$ cat src/verilog/ncm_defines.svh
// Purpose: named constants of the nco/cmac block
// Assumes: one 32-bit apb word per register
// Notes:   offsets are byte addresses
`ifndef NCM_DEFINES_SVH
`define NCM_DEFINES_SVH

// ----------------------------------------
// register map
// ----------------------------------------
`define NCM_ADDR_W       8
`define NCM_OFS_CFREQ    8'h00
`define NCM_OFS_OFREQ    8'h04
`define NCM_OFS_PHCTRL   8'h08
`define NCM_OFS_INTERVAL 8'h0C
`define NCM_OFS_PHACC    8'h10
`define NCM_OFS_TIMACC   8'h14

// ----------------------------------------
// field positions and reset values
// ----------------------------------------
`define NCM_QUAD_ZERO    14'h0000
`define NCM_ADDR_MSB_OFF 1'b0
`define NCM_OUT_LSB      15
`define NCM_IDLE_N       1'b1
`define NCM_IDLE         1'b0
`define NCM_RST_WORD     32'h0000_0000
`define NCM_RST_HALF     16'h0000
`define NCM_RST_OUT      20'h0_0000

`endif

$ cat src/verilog/ncm_pkg.sv
// Purpose: shared types of the nco/cmac control block
// Assumes: 32-bit phase words, 16-bit phase offsets
// Notes:   constants live in ncm_defines.svh
package ncm_pkg;
    typedef logic [31:0] ncm_word_t;
    typedef logic [15:0] ncm_half_t;
    typedef logic [1:0]  ncm_shift_t;
endpackage

$ cat src/verilog/ncm_ctrl.sv
// Purpose: phase/time accumulators, table addressing and cmac control
// Assumes: control pins come from logic on pclk; tables are external
// Notes:   control pins registered once before acting, except phase_carry_in_n which acts unregistered
//
// Behaviour
// - low enable loads interval register
// - low enable captures both vectors
// - half circle clears top address bit
// - offset zeroed, register still loads
// - load zeroes phase feedback
// - quadrant bits step 90 degrees
// - quadrant loads only with phase enable
// - source select: control register or quadrant
// - bypass feeds phase words to multiplier
// - bypass zeroes time feedback
// - low carry in adds one
// - low carry out on phase overflow
// - low carry out on interval overflow
// - real input captured on clock
// - imaginary input captured on clock
// - one shift for both vectors
// - high sums and holds, low dumps
// - low format inverts bit nineteen
// - host writes addressed control register
// - low phase enable loads phase register
// - interval accumulates, overflow drives carry
//
// The implementer's own choices: the APB register port and the register addresses.
`timescale 1ns/10ps
`include "ncm_defines.svh"
module ncm_ctrl
    import ncm_pkg::*;
#(
    parameter int VEC_W  = 19,
    parameter int TRIG_W = 16,
    parameter int ACC_W  = 40,
    parameter int OUT_W  = 20
) (
    // clock and reset
    input  wire logic                  pclk,
    input  wire logic                  presetn,
    // apb slave
    input  wire logic                  psel,
    input  wire logic                  penable,
    input  wire logic                  pwrite,
    input  wire logic [`NCM_ADDR_W-1:0] paddr,
    input  wire logic [31:0]           pwdata,
    output logic      [31:0]           prdata,
    output logic                       pready,
    output logic                       pslverr,
    // phase and time control pins
    input  wire logic                  phase_reg_en_n,
    input  wire logic                  interval_load_en_n,
    input  wire logic                  half_circle_select,
    input  wire logic                  offset_path_zero_n,
    input  wire logic                  phase_acc_load_n,
    input  wire logic [1:0]            quadrant_offset_bits,
    input  wire logic                  phase_source_select,
    input  wire logic                  table_bypass_interval_load_n,
    input  wire logic                  phase_carry_in_n,
    // cmac control pins
    input  wire logic                  vector_capture_en_n,
    input  wire ncm_shift_t            input_shift_select,
    input  wire logic                  sum_or_dump_select,
    input  wire logic                  offset_binary_select_n,
    // vector and table data
    input  wire logic [VEC_W-1:0]      real_vector_in,
    input  wire logic [VEC_W-1:0]      imag_vector_in,
    input  wire logic [TRIG_W-1:0]     sine_table_in,
    input  wire logic [TRIG_W-1:0]     cosine_table_in,
    // results
    output logic      [TRIG_W-1:0]     table_addr,
    output logic                       phase_carry_out_n,
    output logic                       interval_carry_out_n,
    output logic      [OUT_W-1:0]      real_out,
    output logic      [OUT_W-1:0]      imag_out
);

    localparam int PROD_W = VEC_W + TRIG_W + 1;

    // ----------------------------------------
    // helpers
    // ----------------------------------------
    // path that a low control forces to zero
    function automatic ncm_word_t word_gate(input logic keep, input ncm_word_t v);
        word_gate = keep ? v : `NCM_RST_WORD;
    endfunction

    // ----------------------------------------
    // sampled control pins
    // ----------------------------------------
    logic       s_phase_en_n;
    logic       s_int_en_n;
    logic       s_half;
    logic       s_off_zero_n;
    logic       s_load_n;
    logic [1:0] s_quad;
    logic       s_src_sel;
    logic       s_bypass_n;
    logic       s_cap_en_n;
    ncm_shift_t s_shift;
    logic       s_sum;
    logic       s_fmt_n;

    always_ff @(posedge pclk or negedge presetn) begin
        if (!presetn) begin
            s_phase_en_n <= `NCM_IDLE_N;
            s_int_en_n   <= `NCM_IDLE_N;
            s_half       <= `NCM_IDLE;
            s_off_zero_n <= `NCM_IDLE_N;
            s_load_n     <= `NCM_IDLE_N;
            s_quad       <= 2'h0;
            s_src_sel    <= `NCM_IDLE;
            s_bypass_n   <= `NCM_IDLE_N;
            s_cap_en_n   <= `NCM_IDLE_N;
            s_shift      <= 2'h0;
            s_sum        <= `NCM_IDLE;
            s_fmt_n      <= `NCM_IDLE_N;
        end else begin
            s_phase_en_n <= phase_reg_en_n;
            s_int_en_n   <= interval_load_en_n;
            s_half       <= half_circle_select;
            s_off_zero_n <= offset_path_zero_n;
            s_load_n     <= phase_acc_load_n;
            s_quad       <= quadrant_offset_bits;
            s_src_sel    <= phase_source_select;
            s_bypass_n   <= table_bypass_interval_load_n;
            s_cap_en_n   <= vector_capture_en_n;
            s_shift      <= input_shift_select;
            s_sum        <= sum_or_dump_select;
            s_fmt_n      <= offset_binary_select_n;
        end
    end

    // ----------------------------------------
    // apb decode
    // ----------------------------------------
    ncm_word_t center_freq;
    ncm_word_t offset_freq;
    ncm_half_t phase_ctrl;
    ncm_word_t interval_ctrl;
    ncm_word_t phase_acc;
    ncm_word_t time_acc;
    logic      hit_cfreq;
    logic      hit_ofreq;
    logic      hit_phctrl;
    logic      hit_interval;
    logic      hit_phacc;
    logic      hit_timacc;
    logic      hit_any;
    logic      setup_phase;
    logic      write_now;
    ncm_word_t rd_mux;

    assign hit_cfreq    = (paddr == `NCM_OFS_CFREQ);
    assign hit_ofreq    = (paddr == `NCM_OFS_OFREQ);
    assign hit_phctrl   = (paddr == `NCM_OFS_PHCTRL);
    assign hit_interval = (paddr == `NCM_OFS_INTERVAL);
    assign hit_phacc    = (paddr == `NCM_OFS_PHACC);
    assign hit_timacc   = (paddr == `NCM_OFS_TIMACC);
    assign hit_any      = hit_cfreq | hit_ofreq | hit_phctrl | hit_interval | hit_phacc | hit_timacc;
    assign setup_phase  = psel & ~penable;
    // writes land at the access edge
    assign write_now    = psel & penable & pready & pwrite & hit_any;

    assign rd_mux = hit_cfreq    ? center_freq :
                    hit_ofreq    ? offset_freq :
                    hit_phctrl   ? {16'h0000, phase_ctrl} :
                    hit_interval ? interval_ctrl :
                    hit_phacc    ? phase_acc :
                    hit_timacc   ? time_acc : `NCM_RST_WORD;

    // no wait states
    always_ff @(posedge pclk or negedge presetn) begin
        if (!presetn) begin
            pready  <= `NCM_IDLE;
            pslverr <= `NCM_IDLE;
            prdata  <= `NCM_RST_WORD;
        end else begin
            pready  <= setup_phase;
            pslverr <= setup_phase & ~hit_any;
            prdata  <= setup_phase ? rd_mux : `NCM_RST_WORD;
        end
    end

    // ----------------------------------------
    // control registers
    // ----------------------------------------
    // offset register loads even while its path is zeroed
    always_ff @(posedge pclk or negedge presetn) begin
        if (!presetn) begin
            center_freq   <= `NCM_RST_WORD;
            offset_freq   <= `NCM_RST_WORD;
            phase_ctrl    <= `NCM_RST_HALF;
            interval_ctrl <= `NCM_RST_WORD;
        end else if (write_now) begin
            if (hit_cfreq)    center_freq   <= pwdata;
            if (hit_ofreq)    offset_freq   <= pwdata;
            if (hit_phctrl)   phase_ctrl    <= pwdata[15:0];
            if (hit_interval) interval_ctrl <= pwdata;
        end
    end

    // ----------------------------------------
    // phase register
    // ----------------------------------------
    ncm_half_t phase_reg;
    ncm_half_t next_phase_src;

    assign next_phase_src = s_src_sel ? phase_ctrl : {s_quad, `NCM_QUAD_ZERO};

    always_ff @(posedge pclk or negedge presetn) begin
        if (!presetn) begin
            phase_reg <= `NCM_RST_HALF;
        end else if (!s_phase_en_n) begin
            phase_reg <= next_phase_src;
        end
    end

    // ----------------------------------------
    // phase accumulator
    // ----------------------------------------
    ncm_word_t   freq_sum;
    logic [32:0] next_phase_sum;
    ncm_half_t   next_arg;
    ncm_half_t   next_addr;

    assign freq_sum       = center_freq + word_gate(s_off_zero_n, offset_freq);
    assign next_phase_sum = {1'b0, word_gate(s_load_n, phase_acc)}
                          + {1'b0, freq_sum}
                          + {32'h0000_0000, ~phase_carry_in_n};
    assign next_arg       = phase_acc[31:16] + phase_reg;
    // half circle: top address bit held low
    assign next_addr      = s_half ? {`NCM_ADDR_MSB_OFF, next_arg[TRIG_W-2:0]} : next_arg;

    ncm_half_t arg_q;
    ncm_half_t acc_low_q;

    always_ff @(posedge pclk or negedge presetn) begin
        if (!presetn) begin
            phase_acc         <= `NCM_RST_WORD;
            phase_carry_out_n <= `NCM_IDLE_N;
            table_addr        <= `NCM_RST_HALF;
            arg_q             <= `NCM_RST_HALF;
            acc_low_q         <= `NCM_RST_HALF;
        end else begin
            phase_acc         <= next_phase_sum[31:0];
            phase_carry_out_n <= ~next_phase_sum[32];
            table_addr        <= next_addr;
            arg_q             <= next_arg;
            acc_low_q         <= phase_acc[15:0];
        end
    end

    // ----------------------------------------
    // time accumulator
    // ----------------------------------------
    ncm_word_t   interval_reg;
    logic [32:0] next_time_sum;

    assign next_time_sum = {1'b0, word_gate(s_bypass_n, time_acc)}
                         + {1'b0, interval_reg};

    always_ff @(posedge pclk or negedge presetn) begin
        if (!presetn) begin
            interval_reg         <= `NCM_RST_WORD;
            time_acc             <= `NCM_RST_WORD;
            interval_carry_out_n <= `NCM_IDLE_N;
        end else begin
            if (!s_int_en_n) begin
                interval_reg <= interval_ctrl;
            end
            time_acc             <= next_time_sum[31:0];
            interval_carry_out_n <= ~next_time_sum[32];
        end
    end

    // ----------------------------------------
    // vector inputs and shifters
    // ----------------------------------------
    logic [VEC_W-1:0] vec_reg [2];
    logic [VEC_W-1:0] vec_sh  [2];
    logic [VEC_W-1:0] vec_in  [2];

    assign vec_in[0] = real_vector_in;
    assign vec_in[1] = imag_vector_in;

    // index 0 real, 1 imaginary
    for (genvar g = 0; g < 2; g++) begin : g_vec
        always_ff @(posedge pclk or negedge presetn) begin
            if (!presetn) begin
                vec_reg[g] <= VEC_W'(0);
            end else if (!s_cap_en_n) begin
                vec_reg[g] <= vec_in[g];
            end
        end

        ncm_vec_shift #(
            .VEC_W     (VEC_W)
        ) u_shift (
            .din       (vec_reg[g]),
            .shift_sel (s_shift),
            .dout      (vec_sh[g])
        );
    end

    logic [VEC_W-1:0] real_vector_reg;
    logic [VEC_W-1:0] imag_vector_reg;

    assign real_vector_reg = vec_sh[0];
    assign imag_vector_reg = vec_sh[1];

    // ----------------------------------------
    // complex multiplier
    // ----------------------------------------
    logic signed [TRIG_W-1:0] sin_op;
    logic signed [TRIG_W-1:0] cos_op;
    logic signed [PROD_W-1:0] next_prod_re;
    logic signed [PROD_W-1:0] next_prod_im;
    logic signed [PROD_W-1:0] prod_re;
    logic signed [PROD_W-1:0] prod_im;

    // bypass: raw phase words to the multiplier
    assign sin_op = s_bypass_n ? sine_table_in   : arg_q;
    assign cos_op = s_bypass_n ? cosine_table_in : acc_low_q;

    assign next_prod_re = PROD_W'($signed(real_vector_reg) * cos_op)
                        - PROD_W'($signed(imag_vector_reg) * sin_op);
    assign next_prod_im = PROD_W'($signed(real_vector_reg) * sin_op)
                        + PROD_W'($signed(imag_vector_reg) * cos_op);

    always_ff @(posedge pclk or negedge presetn) begin
        if (!presetn) begin
            prod_re <= PROD_W'(0);
            prod_im <= PROD_W'(0);
        end else begin
            prod_re <= next_prod_re;
            prod_im <= next_prod_im;
        end
    end

    // ----------------------------------------
    // accumulate and dump
    // ----------------------------------------
    logic signed [ACC_W-1:0] acc_re;
    logic signed [ACC_W-1:0] acc_im;
    logic signed [ACC_W-1:0] hold_re;
    logic signed [ACC_W-1:0] hold_im;
    logic signed [ACC_W-1:0] next_acc_re;
    logic signed [ACC_W-1:0] next_acc_im;

    // dump zeroes feedback: fresh sum
    assign next_acc_re = (s_sum ? acc_re : ACC_W'(0)) + ACC_W'(prod_re);
    assign next_acc_im = (s_sum ? acc_im : ACC_W'(0)) + ACC_W'(prod_im);

    always_ff @(posedge pclk or negedge presetn) begin
        if (!presetn) begin
            acc_re  <= ACC_W'(0);
            acc_im  <= ACC_W'(0);
            hold_re <= ACC_W'(0);
            hold_im <= ACC_W'(0);
        end else begin
            acc_re <= next_acc_re;
            acc_im <= next_acc_im;
            if (!s_sum) begin
                hold_re <= acc_re;
                hold_im <= acc_im;
            end
        end
    end

    // ----------------------------------------
    // output format
    // ----------------------------------------
    logic [OUT_W-1:0] hold_re_slice;
    logic [OUT_W-1:0] hold_im_slice;
    logic             real_out_msb;
    logic             imag_out_msb;

    assign hold_re_slice = hold_re[`NCM_OUT_LSB +: OUT_W];
    assign hold_im_slice = hold_im[`NCM_OUT_LSB +: OUT_W];
    // offset binary for unsigned converters: flip the sign bit
    assign real_out_msb  = hold_re_slice[OUT_W-1] ^ ~s_fmt_n;
    assign imag_out_msb  = hold_im_slice[OUT_W-1] ^ ~s_fmt_n;

    always_ff @(posedge pclk or negedge presetn) begin
        if (!presetn) begin
            real_out <= `NCM_RST_OUT;
            imag_out <= `NCM_RST_OUT;
        end else begin
            real_out <= {real_out_msb, hold_re_slice[OUT_W-2:0]};
            imag_out <= {imag_out_msb, hold_im_slice[OUT_W-2:0]};
        end
    end

endmodule

$ cat src/verilog/ncm_vec_shift.sv
// Purpose: arithmetic right shifter ahead of the complex multiplier
// Assumes: two's complement input
// Notes:   shift code 0..3 gives 0..3 bits of right shift
`timescale 1ns/10ps
module ncm_vec_shift
    import ncm_pkg::*;
#(
    parameter int VEC_W = 19
) (
    // data
    input  wire logic [VEC_W-1:0] din,
    input  wire ncm_shift_t       shift_sel,
    output wire logic [VEC_W-1:0] dout
);
    // sign bits refill the top so scaling keeps the sign
    assign dout = VEC_W'($signed(din) >>> shift_sel);
endmodule

$ cat config.mk
export PLATFORM = sky130hd
export DESIGN_NAME = ncm_ctrl
export DESIGN_NICKNAME = d
export VERILOG_FILES = /design/src/verilog/ncm_pkg.sv /design/src/verilog/ncm_ctrl.sv /design/src/verilog/ncm_vec_shift.sv
export VERILOG_INCLUDE_DIRS = /design/src /design/src/verilog
export SDC_FILE = /design/constraint.sdc
export NUM_CORES = 2
export LEC_CHECK = 0
export ABC_AREA = 1
export BUFFER_PORTS_ARGS = -buffer_cell sky130_fd_sc_hd__buf_2
export CAP_MARGIN = 40
export CORE_UTILIZATION = 40
export DETAILED_ROUTE_END_ITERATION = 8
export PLACE_DENSITY = 0.55
export SLEW_MARGIN = 20
export SYNTH_ARGS = -nofsm -noshare
export SYNTH_HDL_FRONTEND = slang
export SYNTH_HIERARCHICAL = 1
export SYNTH_SLANG_ARGS = --single-unit
$ cat constraint.sdc
create_clock -name pclk -period 8.5 [get_ports pclk]
set_input_delay 0.85 -clock pclk [delete_from_list [all_inputs] [get_ports pclk]]
set_output_delay 0.85 -clock pclk [all_outputs]
set_load 0.02 [all_outputs]
==> impl_metrics.yaml <==
timing:
  fmax_mhz: 121
  period_share: 0.973
  worst_pin_slew_ns: 1.05
  skew_ns: 0.0799
  slew_headroom: 0.300
  rsz0062_at_grt: "yes"
  finalSetupViolations: 0
  period_minus_slack_ns: 8.27
  hold_viol_final: 0
  slew_viol_final: 0
drt:
  drtIter0Drc: 4762
  detail-route-antenna-nets: 0
  vias: 62428
  routed_via_density: 5.16
  wirelength_um: 273000
  drc_errors: 0
  dr.pass1.iters: 6
  wire_per_inst_um: 22.5
cells_and_area:
  nFillCells: 19272
  post-route-util: 0.442
  area_growth_syn_to_layout_pct: 9.66
  drive_above_1_share: 0.0864
  multi_input_area_um2: 54000
  nets: 11487
  final_common_cell: "inv_1"
  final_cell_mix: "inv_1, nand2_1, fa_1"
  seq_area_um2: 14200
  largest_reg_flops: 38
floorplan:
  start_util: 0.403
  placementRows: 161
  die_area_um2: 196000
  io-pin-count: 222
  core_area_um2: 193000
  die_w_um: 443
  die_h_um: 443
job:
  cap_violations: 0
placement:
  port_buffers: 221
  gp_congestion: 0.983
  dp_hpwl_um: 225000
grt:
  grt_overflow_total: 0
  grt_pass1_wl_um: 415000
  first_global_vias: 66757
  grt_max_degree: 148
  antenna_found_initial: 14
  grt.total_usage: 0.284
cts:
  clock_sinks: 565
  numCtsBuffers: 72
  cts_root_buf: "clkbuf_16"
  htreeDepth: 3
  cts_tree: "done"
  path_clk_slew_ns: 0.06
  clk_latency_ns: 0.75
  holdBufCountCts: 0
  cts_buffer_depth: 3
worst_setup_path:
  critPathKind: "flop to flop"
  critPathMaxFanout: 33
  crit_path_start_kind: "flop"
  slowest_delay_ns: 0.59
  cpMaxStageDelayCell: "dfstp_2"
  critPathCaptureType: "flop"
  crit_required_ns: 9.08
  crit_top_cell: "fa_1"
  arrival_ns: 8.85
logic_synthesis:
  synth_seq_cells: 565
  muxShareOfSynthArea: 0.0159
  synth-main-ff-cell: "dfrtp_1"
  synth_fa_ha_area_frac: 0.425
  synth_compound_area_frac: 0.0566
  syn_area_per_cell_um2: 8.33
  syn_inst: 9317
  synth_cell_types: 54
  ys_async_sr_fraction: 1.00
  synth_edf_count: 0
  synth_top_family_by_area: "adder cells"
  synth_warnings: 6
  netlist_area_um2: 77700
  ys_seq_area_frac: 0.182
  synth_xor_area_frac: 0.0247
  synth-simple-area-share: 0.173
  syn_nets: 11285
worst_hold_path:
  hold_path_class: "primary input to async pin"
outcome:
  status: "finished clean"
-- cell type report --
class | count | share of cell area
flip-flops and latches | 565 | 0.166
clock inverters | 33 | 0.00594
clock buffers | 100 | 0.0242
repair buffers | 444 | 0.0368
multi-input cells | 6286 | 0.634
inverters | 2149 | 0.0952
diodes | 2 | 0.0000588
well taps | 2526 | 0.0371
repair inverters | 1 | 0.0000882
-- synthesized netlist by cell type (2+ instances only) --
library cell	n	area, um^2
fa_1	1336	26700
o22ai_1	9	56.3
o21bai_1	21	158
o21ai_1	114	571
buf_4	31	233
o2111ai_1	5	43.8
o211ai_1	27	203
a21oi_1	284	1420
nor2_4	4	45.0
a41oi_1	9	78.8
inv_2	12	45.0
a31oi_1	48	300
xor2_1	171	1500
inv_4	2	12.5
buf_1	11	41.3
inv_1	2113	7930
dfrtp_1	556	13900
o21ai_0	201	1010
nand3_1	277	1390
xnor2_1	48	420
buf_6	6	67.6
a21o_1	40	300
nand2_4	4	45.0
nor2_1	989	3710
nor3_1	41	205
nor2_2	2	12.5
buf_2	56	280
clkbuf_1	213	800
ha_1	502	6280
nand2_2	19	119
a21boi_0	12	90.1
nor4_1	7	43.8
dfstp_2	9	236
nand2_1	1846	6930
or2_2	84	526
clkinv_1	20	75.1
nor2_8	2	40.0
nand3b_1	13	97.6
mux2_2	109	1230
nand4_1	35	219
o31ai_1	2	15.0
o21a_1	14	105
inv_6	2	17.5
-- stage by stage --
stage | hold WS [ns] | setup slack [ns] | instances | TNS (ns) | cell area [um^2]
4_1_cts | 0.0511 | 0.0802 | 12093 | 0 | 85000
3_3_place_gp | 0.354 | 0.145 | 11955 | 0 | 82300
6_report | 0.0682 | 0.230 | 12106 | 0 | 85200
3_5_place_dp | 0.358 | 0.0621 | 11960 | 0 | 82400
5_1_grt | 0.107 | -0.0912 | 12106 | -0.142 | 85200
2_1_floorplan | 0.349 | 0.656 | 9317 | 0 | 77700
-- cell families after synthesis --
| family | Yosys count |
|---|---|
| fa+ha+maj | 1838 |
| simple gates | 3328 |
| compound gates | 791 |
| mux | 110 |
| buf+inv | 2466 |
| flops | 565 |
| xor+xnor | 219 |
-- path summary, 6_finish.rpt --
path                                          from               endpoint  slack, ns  cells after the start
setup / recovery              s_bypass_n$_DFF_PN1_  prod_im[22]$_DFF_PN0_       0.23                     29
hold / removal                             presetn  imag_out[2]$_DFF_PN0_       0.07                      1
setup reg to reg              s_bypass_n$_DFF_PN1_  prod_im[22]$_DFF_PN0_       0.23                     29
hold reg to reg            hold_re[17]$_DFFE_PN0N_  real_out[2]$_DFF_PN0_       0.36                      0
max in group asynchronous                  presetn    acc_re[8]$_DFF_PN0_       6.50                      3
min in group pclk              vector_capture_en_n   s_cap_en_n$_DFF_PN1_       0.20                      1
-- critical path, delay by kind of cell (launching register included) --
| kind | cells | cell delay (ns) |
|---|---|---|
| xor+xnor | 1 | 0.29 |
| simple gates | 8 | 1.34 |
| flops | 1 | 0.59 |
| buf+inv | 10 | 1.43 |
| compound gates | 1 | 0.10 |
| fa+ha+maj | 9 | 4.41 |
-- timing repair --
| item | 4_1_cts | 5_1_grt |
|---|---|---|
| gates resized for setup | 0 | 7 |
| setup buffers | 0 | 2 |
| setup endpoints to repair | 0 | 23 |
-- metal layers --
| layer | vias to the layer above | track usage | routed length [um] |
|---|---|---|---|
| met3 | 690 | 0.0424 | 16800 |
| met1 | 31415 | 0.340 | 104000 |
| met5 | - | 0 | 35 |
| met4 | 6 | 0.189 | 21700 |
| met2 | 2216 | 0.476 | 130000 |
| li1 | 28101 | - | - |
Power is left out: the tool's default activity adds up to more than one toggle a clock period on the data nets, which glitch-free logic cannot reach.
